==> config.mk <==
export PLATFORM = sky130hd
export DESIGN_NAME = pdc_dma
export DESIGN_NICKNAME = d
export VERILOG_FILES = /design/src/design/pdc_pkg.sv /design/src/design/pdc_dma.sv
export SDC_FILE = /design/constraint.sdc
export NUM_CORES = 1
export LEC_CHECK = 0
export BUFFER_PORTS_ARGS = -buffer_cell sky130_fd_sc_hd__buf_2
export CORE_MARGIN = 4
export CORE_UTILIZATION = 61
export CTS_CLUSTER_DIAMETER = 60
export CTS_CLUSTER_SIZE = 10
export DETAILED_ROUTE_END_ITERATION = 6
export PLACE_DENSITY_LB_ADDON = 0.08
export SYNTH_ARGS = -nofsm -noshare
export SYNTH_HDL_FRONTEND = slang
export SYNTH_SLANG_ARGS = --single-unit
export TNS_END_PERCENT = 20
==> constraint.sdc <==
create_clock -name clk -period 3.5 [get_ports clk]
set_clock_uncertainty 0.05 [all_clocks]
set_input_delay 0.175 -clock clk [delete_from_list [all_inputs] [get_ports clk]]
set_output_delay 0.175 -clock clk [all_outputs]
set_load 0.01 [all_outputs]
==> src/design/pdc_pkg.sv <==
// shared constants and types of the peripheral dma channels
// assumes one 10 mhz system clock and a synchronous active-low reset
package pdc_pkg;

	// channel numbering, lowest number has the highest priority
	localparam int         NCH     = 3;
	localparam logic [1:0] CH_DISC = 2'h0;
	localparam logic [1:0] CH_CRT  = 2'h1;
	localparam logic [1:0] CH_TX   = 2'h2;

	// timing
	localparam int         CLK_NS        = 100;
	localparam int         XFER_STATES   = 4;
	localparam int         CPU_INSN_CLKS = 10;
	localparam int         CPU_SLOT_NS   = 10000;
	localparam int         SLOT_CLKS     = CPU_SLOT_NS / CLK_NS;
	localparam int         TX_BYTE_CLKS  = 250;
	localparam logic [7:0] SLOT_DUE      = 8'(SLOT_CLKS - CPU_INSN_CLKS);
	localparam logic [7:0] SLOT_MAX      = 8'hff;
	localparam logic [3:0] CPU_LAST      = 4'(CPU_INSN_CLKS - 1);

	// reset and step values
	localparam logic [15:0] CNT_LAST = 16'h0001;
	localparam logic [15:0] ADDR_INC = 16'h0001;
	localparam logic [15:0] ZERO16   = 16'h0000;

	// staging buffer
	localparam int FIFO_DEPTH = 4;

	// sequencer states
	typedef enum logic [3:0] {
		S_IDLE, S_GRANT, S_T1, S_T2, S_T3, S_T4, S_DRAIN, S_YIELD, S_CPU
	} pdc_state_t;

	// channel programming word
	typedef struct packed {
		logic [15:0] base;
		logic [15:0] count;
		logic        to_mem;
		logic        autoload;
	} pdc_prog_t;

	// one staged byte with its destination
	typedef struct packed {
		logic        to_mem;
		logic [1:0]  chan;
		logic [15:0] addr;
		logic [7:0]  data;
	} pdc_word_t;

endpackage : pdc_pkg

==> src/design/pdc_dma.sv <==
// peripheral dma channels: sequencer, channel state and staging fifo
// assumes requests come from pins, programming and data from same clock
//
// Contract
// - each byte moved takes four system clock states
// - the cpu instruction slot lasts ten system clocks
// - an armed request halts the cpu and the engine takes the bus
// - after taking the bus the engine acknowledges the serviced channel
// - each channel moves memory to port or port to memory
// - after the programmed count the bus returns to the cpu
// - while the engine holds the bus the cpu gets a slot every 10 us
// - an exhausted count drives terminal count to the owning peripheral
// - the display channel reloads base and count and stays armed
// - each peripheral has one dedicated data port, others for command
// - the transmitter gets a byte at least every 250 clocks; disc and display blocks win arbitration and tx waits until they end
// - disc, display and transmitter each have a request/ack pair

// staging fifo between the read and write halves of a transfer
module pdc_fifo #(
	parameter int W = 27,
	parameter int D = 4
) (
	// clock and reset
	input  wire logic         clk,
	input  wire logic         rst_n,
	// filling side
	input  wire logic         in_valid,
	output logic              in_ready,
	input  wire logic [W-1:0] in_data,
	// draining side
	output logic              out_valid,
	input  wire logic         out_ready,
	output logic [W-1:0]      out_data
);
	localparam int PW = (D > 1) ? $clog2(D) : 1;
	localparam int CW = $clog2(D + 1);
	localparam logic [CW-1:0] FULL   = CW'(D);
	localparam logic [PW-1:0] LASTP  = PW'(D - 1);
	localparam logic [PW-1:0] P_ZERO = '0;
	localparam logic [PW-1:0] P_ONE  = PW'(1);
	localparam logic [CW-1:0] C_ONE  = CW'(1);

	logic [W-1:0]  mem_ff [D];
	logic [PW-1:0] wr_ptr_ff;
	logic [PW-1:0] rd_ptr_ff;
	logic [CW-1:0] cnt_ff;
	logic          push;
	logic          pop;

	// honest full and empty from the occupancy count
	assign in_ready  = (cnt_ff != FULL);
	assign out_valid = (cnt_ff != '0);
	assign out_data  = mem_ff[rd_ptr_ff];
	assign push      = in_valid && in_ready;
	assign pop       = out_valid && out_ready;

	// storage
	always_ff @(posedge clk) begin
		if (push) begin
			mem_ff[wr_ptr_ff] <= in_data;
		end
	end

	// pointers wrap at the depth
	always_ff @(posedge clk) begin
		if (!rst_n) begin
			wr_ptr_ff <= P_ZERO;
			rd_ptr_ff <= P_ZERO;
		end else begin
			if (push) begin
				wr_ptr_ff <= (wr_ptr_ff == LASTP) ? P_ZERO : wr_ptr_ff + P_ONE;
			end
			if (pop) begin
				rd_ptr_ff <= (rd_ptr_ff == LASTP) ? P_ZERO : rd_ptr_ff + P_ONE;
			end
		end
	end

	// occupancy
	always_ff @(posedge clk) begin
		if (!rst_n) begin
			cnt_ff <= '0;
		end else if (push && !pop) begin
			cnt_ff <= cnt_ff + C_ONE;
		end else if (pop && !push) begin
			cnt_ff <= cnt_ff - C_ONE;
		end
	end
endmodule : pdc_fifo

// dma engine top
module pdc_dma (
	// clock and reset
	input  wire logic             clk,
	input  wire logic             rst_n,
	// peripheral handshake pins, one bit per channel
	input  wire logic [2:0]       dreq_pin,
	output logic [2:0]            channel_grant_ack_ff,
	output logic [2:0]            tc_ff,
	// channel programming from the cpu core
	input  wire logic             prog_we,
	input  wire logic [1:0]       prog_chan,
	input  wire pdc_pkg::pdc_prog_t prog_cfg,
	output logic [2:0]            armed_ff,
	// system bus ownership, cpu halted while high
	output logic                  bus_master_ff,
	// read half of a transfer
	output logic [15:0]           rd_addr_ff,
	output logic                  mem_rd_ff,
	output logic [2:0]            io_rd_sel_ff,
	input  wire logic [7:0]       mem_rdata,
	input  wire logic [7:0]       io_rdata,
	// write half of a transfer
	input  wire logic             dst_ready,
	output logic [15:0]           wr_addr_ff,
	output logic                  mem_wr_ff,
	output logic [2:0]            io_wr_sel_ff,
	output logic [7:0]            wdata_ff
);
	localparam int WW = $bits(pdc_pkg::pdc_word_t);

	pdc_pkg::pdc_state_t st_ff;
	pdc_pkg::pdc_state_t nxt_st;
	logic [2:0]          req_meta_ff;
	logic [2:0]          req_sync_ff;
	logic [1:0]          act_ff;
	logic [15:0]         base_ff [pdc_pkg::NCH];
	logic [15:0]         len_ff  [pdc_pkg::NCH];
	logic [15:0]         cur_ff  [pdc_pkg::NCH];
	logic [15:0]         cnt_ff  [pdc_pkg::NCH];
	logic [2:0]          to_mem_ff;
	logic [2:0]          auto_ff;
	logic [7:0]          slot_cnt_ff;
	logic [3:0]          cpu_cnt_ff;
	logic [2:0]          want;
	logic                last_byte;
	logic                rd_hold;
	logic                fifo_in_ready;
	logic                fifo_out_valid;
	logic                fifo_out_ready;
	logic                pop;
	pdc_pkg::pdc_word_t  push_word;
	pdc_pkg::pdc_word_t  pop_word;

	// one-hot select of a channel
	function automatic logic [2:0] chan_hot(input logic [1:0] ch);
		chan_hot = 3'h1 << ch;
	endfunction : chan_hot

	// fixed priority pick, lowest channel number first
	function automatic logic [1:0] prio_pick(input logic [2:0] w);
		if (w[0]) begin
			prio_pick = pdc_pkg::CH_DISC;
		end else if (w[1]) begin
			prio_pick = pdc_pkg::CH_CRT;
		end else begin
			prio_pick = pdc_pkg::CH_TX;
		end
	endfunction : prio_pick

	// request pins cross into the clock domain through two flops
	always_ff @(posedge clk) begin
		if (!rst_n) begin
			req_meta_ff <= 3'h0;
			req_sync_ff <= 3'h0;
		end else begin
			req_meta_ff <= dreq_pin;
			req_sync_ff <= req_meta_ff;
		end
	end

	// a request counts only for a programmed channel
	assign want      = req_sync_ff & armed_ff;
	assign last_byte = (cnt_ff[act_ff] == pdc_pkg::CNT_LAST);
	assign rd_hold   = (st_ff == pdc_pkg::S_T1) ||
	                   ((st_ff == pdc_pkg::S_T2) && !fifo_in_ready);

	// sequencer next state
	always_comb begin
		nxt_st = st_ff;
		case (st_ff)
			pdc_pkg::S_IDLE: begin
				if (|want) begin
					nxt_st = pdc_pkg::S_GRANT;
				end
			end
			pdc_pkg::S_GRANT: nxt_st = pdc_pkg::S_T1;
			pdc_pkg::S_T1: nxt_st = pdc_pkg::S_T2;
			pdc_pkg::S_T2: begin
				if (fifo_in_ready) begin
					nxt_st = pdc_pkg::S_T3;
				end
			end
			pdc_pkg::S_T3: nxt_st = pdc_pkg::S_T4;
			pdc_pkg::S_T4: begin
				if (last_byte) begin
					nxt_st = pdc_pkg::S_DRAIN;
				end else if (slot_cnt_ff >= pdc_pkg::SLOT_DUE) begin
					nxt_st = pdc_pkg::S_YIELD;
				end else if (want[act_ff]) begin
					nxt_st = pdc_pkg::S_T1;
				end else begin
					nxt_st = pdc_pkg::S_DRAIN;
				end
			end
			pdc_pkg::S_DRAIN: begin
				if (!fifo_out_valid) begin
					nxt_st = pdc_pkg::S_IDLE;
				end
			end
			pdc_pkg::S_YIELD: begin
				if (!fifo_out_valid) begin
					nxt_st = pdc_pkg::S_CPU;
				end
			end
			pdc_pkg::S_CPU: begin
				if (cpu_cnt_ff == pdc_pkg::CPU_LAST) begin
					nxt_st = pdc_pkg::S_IDLE;
				end
			end
			default: nxt_st = pdc_pkg::S_IDLE;
		endcase
	end

	// state register and serviced channel, one channel at a time
	always_ff @(posedge clk) begin
		if (!rst_n) begin
			st_ff  <= pdc_pkg::S_IDLE;
			act_ff <= pdc_pkg::CH_DISC;
		end else begin
			st_ff <= nxt_st;
			if (st_ff == pdc_pkg::S_IDLE && (|want)) begin
				act_ff <= prio_pick(want);
			end
		end
	end

	// bus ownership and acknowledge follow the next state
	always_ff @(posedge clk) begin
		if (!rst_n) begin
			bus_master_ff        <= 1'b0;
			channel_grant_ack_ff <= 3'h0;
		end else begin
			bus_master_ff <= (nxt_st != pdc_pkg::S_IDLE) &&
			                 (nxt_st != pdc_pkg::S_CPU);
			case (nxt_st)
				pdc_pkg::S_T1, pdc_pkg::S_T2, pdc_pkg::S_T3, pdc_pkg::S_T4:
					channel_grant_ack_ff <= chan_hot(act_ff);
				default: channel_grant_ack_ff <= 3'h0;
			endcase
		end
	end

	// channel registers: programming, stepping and autoload
	always_ff @(posedge clk) begin
		if (!rst_n) begin
			armed_ff  <= 3'h0;
			to_mem_ff <= 3'h0;
			auto_ff   <= 3'h0;
			for (int i = 0; i < pdc_pkg::NCH; i++) begin
				base_ff[i] <= pdc_pkg::ZERO16;
				len_ff[i]  <= pdc_pkg::ZERO16;
				cur_ff[i]  <= pdc_pkg::ZERO16;
				cnt_ff[i]  <= pdc_pkg::ZERO16;
			end
		end else begin
			for (int i = 0; i < pdc_pkg::NCH; i++) begin
				if (prog_we && prog_chan == 2'(i) &&
				    !(bus_master_ff && act_ff == 2'(i))) begin
					base_ff[i]   <= prog_cfg.base;
					len_ff[i]    <= prog_cfg.count;
					cur_ff[i]    <= prog_cfg.base;
					cnt_ff[i]    <= prog_cfg.count;
					to_mem_ff[i] <= prog_cfg.to_mem;
					auto_ff[i]   <= prog_cfg.autoload &&
					                (2'(i) == pdc_pkg::CH_CRT);
					armed_ff[i]  <= (prog_cfg.count != pdc_pkg::ZERO16);
				end
			end
			if (st_ff == pdc_pkg::S_T4) begin
				if (last_byte && auto_ff[act_ff]) begin
					cur_ff[act_ff] <= base_ff[act_ff];
					cnt_ff[act_ff] <= len_ff[act_ff];
				end else begin
					cur_ff[act_ff] <= cur_ff[act_ff] + pdc_pkg::ADDR_INC;
					cnt_ff[act_ff] <= cnt_ff[act_ff] - pdc_pkg::CNT_LAST;
					if (last_byte) begin
						armed_ff[act_ff] <= 1'b0;
					end
				end
			end
		end
	end

	// terminal count pulse to the owning peripheral
	always_ff @(posedge clk) begin
		if (!rst_n) begin
			tc_ff <= 3'h0;
		end else if (st_ff == pdc_pkg::S_T4 && last_byte) begin
			tc_ff <= chan_hot(act_ff);
		end else begin
			tc_ff <= 3'h0;
		end
	end

	// read half: address in t1, strobe through t2 and any stall
	always_ff @(posedge clk) begin
		if (!rst_n) begin
			rd_addr_ff   <= pdc_pkg::ZERO16;
			mem_rd_ff    <= 1'b0;
			io_rd_sel_ff <= 3'h0;
		end else begin
			if (st_ff == pdc_pkg::S_T1) begin
				rd_addr_ff <= cur_ff[act_ff];
			end
			mem_rd_ff    <= rd_hold && !to_mem_ff[act_ff];
			io_rd_sel_ff <= (rd_hold && to_mem_ff[act_ff]) ?
			                chan_hot(act_ff) : 3'h0;
		end
	end

	// staged byte carries its own destination
	always_comb begin
		push_word        = '0;
		push_word.to_mem = to_mem_ff[act_ff];
		push_word.chan   = act_ff;
		push_word.addr   = rd_addr_ff;
		push_word.data   = to_mem_ff[act_ff] ? io_rdata : mem_rdata;
	end

	// writes only while the engine owns the bus
	assign fifo_out_ready = dst_ready && bus_master_ff;
	assign pop            = fifo_out_valid && fifo_out_ready;

	pdc_fifo #(
		.W (WW),
		.D (pdc_pkg::FIFO_DEPTH)
	) u_fifo (
		.clk       (clk),
		.rst_n     (rst_n),
		.in_valid  (st_ff == pdc_pkg::S_T2),
		.in_ready  (fifo_in_ready),
		.in_data   (push_word),
		.out_valid (fifo_out_valid),
		.out_ready (fifo_out_ready),
		.out_data  (pop_word)
	);

	// write half: one strobe cycle per popped byte
	always_ff @(posedge clk) begin
		if (!rst_n) begin
			wr_addr_ff   <= pdc_pkg::ZERO16;
			wdata_ff     <= 8'h00;
			mem_wr_ff    <= 1'b0;
			io_wr_sel_ff <= 3'h0;
		end else begin
			if (pop) begin
				wr_addr_ff <= pop_word.addr;
				wdata_ff   <= pop_word.data;
			end
			mem_wr_ff    <= pop && pop_word.to_mem;
			io_wr_sel_ff <= (pop && !pop_word.to_mem) ?
			                chan_hot(pop_word.chan) : 3'h0;
		end
	end

	// mastership time since the last cpu slot
	always_ff @(posedge clk) begin
		if (!rst_n || !bus_master_ff) begin
			slot_cnt_ff <= 8'h00;
		end else if (slot_cnt_ff != pdc_pkg::SLOT_MAX) begin
			slot_cnt_ff <= slot_cnt_ff + 8'h01;
		end
	end

	// length of the cpu instruction slot
	always_ff @(posedge clk) begin
		if (!rst_n || st_ff != pdc_pkg::S_CPU) begin
			cpu_cnt_ff <= 4'h0;
		end else begin
			cpu_cnt_ff <= cpu_cnt_ff + 4'h1;
		end
	end
endmodule : pdc_dma

==> After elaboration in Yosys (flattened, before gate mapping) <==
Memory sizes are Yosys's and may differ from the RTL's. A register that Yosys moved wholly into a read port is not among the register bits.
Cells that the tools add are included.
{ "totals": {"ramBits": 300, "inputBits": 59, "reg_bits": 93, "n_memories": 5, "word_cells": 210} }
{ "memory_table": {"columns": ["memory", "words", "width", "read_ports", "rd_clocked_by_memory_dff", "write_ports", "line_no", "rtl"], "rows": [
  ["u_fifo.mem_ff", 4, 27, 1, 1, 1, "pdc_dma.sv:43", "logic [W-1:0] mem_ff [D];"],
  ["base_ff", 3, 16, 1, 1, 3, "pdc_dma.sv:127", "logic [15:0] base_ff [pdc_pkg::NCH];"],
  ["cnt_ff", 3, 16, 1, 1, 4, "pdc_dma.sv:130", "logic [15:0] cnt_ff [pdc_pkg::NCH];"],
  ["cur_ff", 3, 16, 1, 1, 4, "pdc_dma.sv:129", "logic [15:0] cur_ff [pdc_pkg::NCH];"],
  ["len_ff", 3, 16, 1, 1, 3, "pdc_dma.sv:128", "logic [15:0] len_ff [pdc_pkg::NCH];"]
]} }
{ "op_classes": {"n_addsub": 8, "bitwise_logic": 17, "n_eq_ne": 24, "n_mux": 77, "shifts": 2, "n_reduce_logical": 50, "order_cmp": 3} }
{ "ops": {"columns": ["cell", "n"], "rows": [
  ["$mux W16", 14],
  ["$pmux W4 S9", 1],
  ["$mux W1", 30],
  ["$mux W2", 14],
  ["$eq A4 B3 Y1 const B", 6],
  ["$logic_and A1 B1 Y1", 24],
  ["$mux W3", 8],
  ["$mux W4", 5],
  ["$add A16 B1 Y16 const B", 1],
  ["$eq A16 B1 Y1 const B", 1],
  ["$eq A4 B2 Y1 const B", 4],
  ["$reduce_bool A16 Y1", 1],
  ["$sub A16 B1 Y16 const B", 1],
  ["$or A1 B1 Y1", 14],
  ["$logic_not A1 Y1", 10],
  ["$add A8 B1 Y8 const B", 1],
  ["$eq A2 B2 Y1 const B", 4],
  ["$eq A4 B4 Y1 const B", 2],
  ["$ge A8 B7 Y1 const B", 1],
  ["$mux W8", 1],
  ["$ne A4 B4 Y1 const B", 2],
  ["$ne A8 B8 Y1 const B", 1],
  ["$reduce_and A2 Y1", 4],
  ["$and A3 B3 Y3", 2],
  ["21 further kinds", 29]
]} }

==> Longest topological paths before layout <==
Gate-level depths: netlist of run 1.
{ "depth": {"depth_word": 10, "ltp_mapped": 13, "ltp_nobuf": 9} }

==> By module <==
Synthesis of run 1 repeated with hierarchy kept, for this count alone.
{ "hier_totals": {"cells_unflattened": 1397, "area_unflattened_um2": 18695.4} }
{ "by_module_without_submodules": {"columns": ["module", "area_per_inst_um2", "instances", "seq_area_each_um2", "cells_per_inst"], "rows": [
  ["pdc_dma", 14312.5, 1, 8488.1, 1205],
  ["pdc_fifo", 4383.0, 1, 3423.3, 192]
]} }

==> Least setup slack after synthesis of run 1 <==
OpenSTA, ideal clock, no wires.
{ "synth_path": {"kind": "register to register", "start": "register st_ff[1]", "end": "memory cnt_ff[0][0], enable pin", "required_ns": 2.889, "setup_time_ns": 0.561, "setup_slack_ns": 0.492, "path_buffers": 3, "t_arrival_ns": 2.397, "stages_incl_launch_ff": 9, "path_cell_list": "dfxtp_1 > clkbuf_1 > nor2b_1 > and3b_1 > and2_0 > nand2_1 > clkbuf_1 > clkbuf_1 > nand3_1"} }
{ "synth_rtl": {"columns": ["element", "line_no", "rtl"], "rows": [
  ["from (decl)", "pdc_dma.sv:122", "pdc_pkg::pdc_state_t st_ff;"],
  ["from (signal assigned)", "pdc_dma.sv:228", "st_ff <= pdc_pkg::S_IDLE;"],
  ["from (signal assigned)", "pdc_dma.sv:231", "st_ff <= nxt_st;"],
  ["to (decl)", "pdc_dma.sv:130", null]
]} }

==> results of run 1 <==
[per-stage QoR]
| step | utilization, % | hold WS, ns | instances | area, um^2 | total power, W |
|---|---|---|---|---|---|
| global route | 71.9 | 0.0605 | 2022 | 21500 | 0.0115 |
| detailed placement | 65.7 | 0.334 | 1897 | 19600 | 0.00675 |
| CTS | 71.9 | 0.0100 | 2022 | 21500 | 0.0111 |
| finish | 71.9 | 0.0262 | 2022 | 21500 | 0.0111 |
| global placement | 65.7 | 0.335 | 1897 | 19600 | 0.00673 |
| floorplan | - | 0.252 | 1447 | 18600 | 0.00645 |
[flip-flops by register name, indices dropped and copies added (netlist names), 8 cells and up, named ones only]
name	flops
cur_ff	64
cnt_ff	64
base_ff	48
slot_cnt_ff	8
len_ff	48
wr_addr_ff	16
u_fifo.mem_ff	108
rd_addr_ff	16
wdata_ff	8
[critical path, cell delays in order, from the launching register on]
cell and delay, ns:
dfxtp_4 0.60, mux4_2 0.63, nor3_4 0.34, nand4_1 0.28, o21ai_2 0.58, buf_4 0.31
nand3_1 0.11, o311ai_0 0.16
[synth_stat cells (all sizes together), types with 2 or more instances]
cell	n
a211oi	2
or2	2
xnor2	19
nor4	10
nor3	16
mux4	59
a31oi	21
ha	13
nand3	98
clkbuf	68
and3	10
nand3b	4
o311ai	2
mux2i	43
and2	44
a21boi	48
mux2	12
o211ai	3
or3	4
nand4	11
a21oi	37
xor2	14
o21ai	117
inv	23
nor2b	12
buf	38
o21a	3
nand2b	4
edfxtp	332
nor3b	3
nor2	46
nand2	215
dfxtp	97
[per-layer routing]
layer  up-vias  wire (um)  track usage [%]
met5         -          0                0
met4         0       1150             7.02
met3        87       2740             3.79
met2       452      20900             43.8
met1      5850      16800             32.6
li1       5669          -                -
[repair_timing]
item	4_1_cts	5_1_grt
endpoints found under the setup margin	0	1
endpoints found under the hold margin	169	0
hold buffers	52	0
gates resized for setup	0	0
[layout make-up]
type	count	area [um^2]	share of cell area [%]
sequential	429	11900	55.5
tap	390	488	2.27
multi-input combinational	889	6120	28.5
timing repair buffer	218	1540	7.16
clock inverter	3	45.0	0.210
inverter	23	86.3	0.402
clock buffer	70	1280	5.97
[power groups by stage]
stage / registers, W / clock network, W / logic (W)
2_1_floorplan: 0.00589 / 0 / 0.000556
3_3_place_gp: 0.00593 / 0 / 0.000794
3_5_place_dp: 0.00594 / 0 / 0.000808
4_1_cts: 0.00584 / 0.00443 / 0.000861
5_1_grt: 0.00586 / 0.00465 / 0.000951
6_report: 0.00584 / 0.00436 / 0.000864
[worst min-delay path by stage]
stage / startpoint / slack (ns) / endpoint / depth (start not counted)
after CTS: prog_cfg[4] / 0.01 / cnt_ff[0][2] / 3
after floorplan: dreq_pin[0] / 0.25 / req_meta_ff[0] / 1
after detailed placement: dreq_pin[2] / 0.33 / req_meta_ff[2] / 2
after global routing: prog_cfg[4] / 0.06 / cnt_ff[2][2] / 3
final: prog_cfg[4] / 0.03 / cnt_ff[2][2] / 3
after global placement: dreq_pin[2] / 0.34 / req_meta_ff[2] / 2
[kinds of logic (layout without fill, tap and decap cells)]
| group | after synthesis | after routing | synth area share [%] |
|---|---|---|---|
| AND/OR/NAND/NOR | 484 | 484 | 12.3 |
| flip-flops | 429 | 429 | 64.0 |
| AO/OA/AOI/OAI | 244 | 244 | 7.73 |
| buffers and inverters | 129 | 314 | 3.25 |
| multiplexers | 114 | 114 | 10.2 |
| XOR/XNOR | 33 | 33 | 1.55 |
| adder cells (fa/ha/maj) | 14 | 14 | 0.982 |
==> reports/qor.yml, run 1 <==
route:
  vias_per_cell: 5.96
  dr.pass1.iters: 5
  wl_um: 41600
  final_antenna_net_count: 0
  routedWlPerCell_um: 20.6
  drc: 0
  drt-initial-drc-count: 1072
  vias: 12100
timing:
  worst_pin_slew_ns: 1.05
  setup_viol_count_final: 0
  fmax_mhz: 303
  min_period_ns: 3.30
  relSlewSlack_pct: 29.6
  setup_ws_ns: 0.195
  maxSlewViolCount: 0
  fin_crit_sh_pct: 94.4
  grt_setup_unrepaired: "yes"
  fin_setup_tns_ns: 0
  final-hold-violation-count: 0
worst_setup_path:
  cp-endpoint: "cnt_ff[1][2]"
  crit_type: "reg2reg"
  worstPathArrival_ns: 3.56
  path_max_fanout: 21
  endpoint_kind: "register"
  reg2regPathDepth: 7
  rrSetupSlack_ns: 0.20
  worstSetupStartpointType: "register"
  cp.required_ns: 3.75
  r2r-end: "cnt_ff[1][2]"
floorplan:
  die_w_um: 183
  rows: 63
  ios: 117
  core-area_um2: 29900
  die_area_um2: 33400
  start_util_pct: 62.3
  die_y_um: 183
synth:
  synthArstFlopShare_pct: 0
  syn_area_um2: 18600
  synth_top_area_cell: "edfxtp_1"
  synth_top_area_share_pct: 53.6
  syn_nets: 1520
  avgSynthCellArea_um2: 12.9
  synth_ff_type: "edfxtp_1"
  ys_seq_elements: 429
  synth_area_leaders: "edfxtp_1 (54%), dfxtp_1 (10%), mux4_2 (7.1%)"
  synth_edf_count: 332
  synthCells: 1447
  yosys_warnings: 0
  ys_types: 59
  ys_seq_area_share_pct: 64.0
clock_network:
  ctsLongestPathBuffers: 3
  ctsHtreeMaxLevel: 2
  root_buffer: "clkbuf_16"
  path_clk_slew_ns: 0.06
  cts_buffers: 48
  cts_tree: "yes"
  cts.sinks: 429
  clk_latency_ns: 0.55
  postCtsSetupRepairBufs: 0
global_route:
  grt_overflow: 0
  grt_pass1_vias: 12400
  antenna_found_initial: 0
  grt_pass1_wl_um: 65900
  grt.total_usage_pct: 24.9
  grt_max_degree: 76
power_and_ir_drop:
  irDropWorstVdd_mv: 0.451
  combPwrFrac_pct: 7.8
  internal_power_w: 0.00859
  switchingPower_w: 0.00248
  power.leakage_nw: 7.65
  swShare_pct: 22.4
  p_per_area_nw_per_um2: 515
  pwr-share-clk_pct: 39.4
  p_seq_share_pct: 52.8
flow_run:
  drv_cap: 0
placement:
  port_buffers: 116
  hpwl_um: 25500
  place_congestion: 0.806
  place_ws_ns: 0.244
layout:
  fin_nets: 1682
  nFillCells: 2037
  areaGrowthSynthToFinish_pct: 15.5
  layout-drive-gt1-share_pct: 18.6
  n_antenna_cell: 0
  final_cell_mix: "edfxtp_1 (332), nand2_1 (213), buf_2 (116)"
  layout_commonest_cell: "edfxtp_1"
worst_hold_path:
  hold_path_class: "in2reg"
status:
  status: "complete, no violations"
Note: power is estimated with default switching activity, not from simulation.
==> inputs of run 2 (changes only) <==
--- a/config.mk
+++ b/config.mk
@@ -14,5 +14,6 @@
 export PLACE_DENSITY_LB_ADDON = 0.08
 export SYNTH_ARGS = -nofsm -noshare
 export SYNTH_HDL_FRONTEND = slang
+export SYNTH_HIERARCHICAL = 1
 export SYNTH_SLANG_ARGS = --single-unit
 export TNS_END_PERCENT = 20
==> reports/qor.yml, run 2 <==
synth:
  syn_area_um2: 18700
  synthArstFlopShare_pct: 0
  syn_nets: 1470
  synthCells: 1397
  synth_top_area_cell: "edfxtp_1"
  ys_types: 67
  yosys_warnings: 6
  synth.most_common_cell: "edfxtp_1"
  avgSynthCellArea_um2: 13.4
  synth_top_area_share_pct: 53.3
  ys_seq_area_share_pct: 63.7
  synth_edf_count: 332
  synth_area_leaders: "edfxtp_1 (53%), dfxtp_1 (10%), mux4_2 (6.9%)"
  synth_common_cells: "edfxtp_1 (332), nand2_1 (135), dfxtp_1 (97)"
  ys_seq_elements: 429
  synth_ff_type: "edfxtp_1"
floorplan:
  die_y_um: 183
  core-area_um2: 30000
  die_w_um: 183
  die_area_um2: 33500
  ios: 117
  start_util_pct: 62.4
  rows: 63
power_and_ir_drop:
  irDropWorstVdd_mv: 0.530
  power.leakage_nw: 7.63
  p_per_area_nw_per_um2: 509
global_route:
  grt_pass1_vias: 11800
  grt_max_degree: 106
  grt_overflow: 0
  grt_pass1_wl_um: 64900
  antenna_found_initial: 0
  grt.total_usage_pct: 24.3
route:
  drc: 0
  vias: 11800
  vias_per_cell: 6.04
  final_antenna_net_count: 0
  dr.pass1.iters: 5
  wl_um: 40400
  drt-initial-drc-count: 1033
  routedWlPerCell_um: 20.6
worst_setup_path:
  crit_cells: 7
  worstPathArrival_ns: 3.50
  reg2regPathDepth: 7
  crit_type: "reg2reg"
  cpMaxStageDelayCell: "mux4_2"
  critPathTopFamily: "multiplexers"
  max_stage_delay_ns: 0.62
  cp.buffers_inverters: 1
  cp.required_ns: 3.83
  worstSetupStartpointType: "register"
  endpoint_kind: "register"
  path_max_fanout: 22
  path_cells: "mux4_2 > nor4_1 > nand2_2 > o21ai_4 > buf_4 > mux2_2 > o21ai_0"
status:
  status: "complete, no violations"
timing:
  setup_viol_count_final: 0
  final-hold-violation-count: 0
  fin_setup_tns_ns: 0
  setup_ws_ns: 0.331
  fin_crit_sh_pct: 90.5
  maxSlewViolCount: 0
  fmax_mhz: 316
  grt_setup_unrepaired: "no"
  relSlewSlack_pct: 32.8
  min_period_ns: 3.17
  worst_pin_slew_ns: 1.00
layout:
  top_regs: "u_fifo/mem_ff (108), cnt_ff (64), cur_ff (64)"
  layout_commonest_cell: "edfxtp_1"
  final_cell_mix: "edfxtp_1 (332), nand2_1 (133), buf_2 (116)"
  top_register: "u_fifo/mem_ff"
  layoutNonFillerInstCount: 1960
  areaGrowthSynthToFinish_pct: 14.8
  layout-drive-gt1-share_pct: 20.2
  fin_nets: 1618
  largest_reg_flops: 108
  n_antenna_cell: 0
clock_network:
  ctsLongestPathBuffers: 3
  path_clk_slew_ns: 0.06
  cts_tree: "yes"
  postCtsSetupRepairBufs: 0
  root_buffer: "clkbuf_16"
  cts_buffers: 49
  cts.sinks: 429
  clk_latency_ns: 0.55
  ctsHtreeMaxLevel: 2
placement:
  place_congestion: 0.845
  hpwl_um: 24600
  place_ws_ns: 0.361
  port_buffers: 116
  dp.cells: 1833
flow_run:
  drv_cap: 0
worst_hold_path:
  whs_path_depth: 3
  hold_path_class: "in2reg"
## run 2: cell types whose count changed after synthesis, sizes merged, moves of 9 or more
cell and delta:
buf +9, nand3 -13, mux2 +19, clkbuf -10, nor2 +36, a31oi -19, o21ai -21, mux2i +17
nand2 -79
## run 2: final timing paths
check	start	slack, ns	end
worst max-delay path	register	0.33	cnt_ff[2][0]
worst min-delay path	prog_cfg[9]	0.03	cnt_ff[0][7]
worst max register to register	register	0.33	cnt_ff[2][0]
worst min register to register	req_meta_ff[1]	0.39	req_sync_ff[1]
## run 2: stage by stage
| step | hold WS, ns | instance area (um^2) | util [%] | total power (W) |
|---|---|---|---|---|
| global route | 0.0122 | 21500 | 71.7 | 0.0113 |
| CTS | 0.00322 | 21500 | 71.7 | 0.0110 |
| global placement | 0.332 | 19600 | 65.3 | 0.00645 |
| detailed placement | 0.342 | 19600 | 65.3 | 0.00647 |
| floorplan | 0.252 | 18700 | - | 0.00625 |
| finish | 0.0254 | 21500 | 71.7 | 0.0109 |
## run 2: repair_timing
action / in CTS / in global routing
endpoints found under the hold margin: 161 / 0
hold buffers: 51 / 0
resized for setup: 0 / 0
## run 2: layout make-up
cell class,count,area (um^2)
clock inverter,5,78.8
timing repair buffer,202,1380
multi-input combinational,844,6220
clock buffer,71,1310
tap,390,488
fill,2053,8490
inverter,19,71.3
sequential,429,11900
## run 2: worst reg2reg max path, cell delays in order (launching register included)
cell and delay, ns:
dfxtp_4 0.61, mux4_2 0.63, nor4_1 0.49, nand2_2 0.16, o21ai_4 0.22, buf_4 0.26
mux2_2 0.39, o21ai_0 0.17
## run 2: cells by family after synthesis
logic type	Yosys count	share of synthesized area (%)
simple gates	431	11.3
flops	429	63.7
compound gates	214	6.90
mux	150	12.2
buf+inv	124	3.25
xor+xnor	35	1.64
fa+ha+maj	14	0.977
## run 2: report_power, final
group          switching, W  internal (W)
Clock               0.00191       0.00258
Combinational      0.000395      0.000272
Sequential        0.0000679       0.00569
## run 2: routing by layer
layer | share of wire [%] | up-vias | global-route usage (%) | wire length (um)
li1 | - | 5498 | - | -
met1 | 43 | 5871 | 34.0 | 17200
met2 | 49 | 398 | 40.7 | 20000
met3 | 5.9 | 71 | 3.85 | 2400
met4 | 1.9 | 0 | 6.38 | 785
met5 | 0 | - | 0 | 0
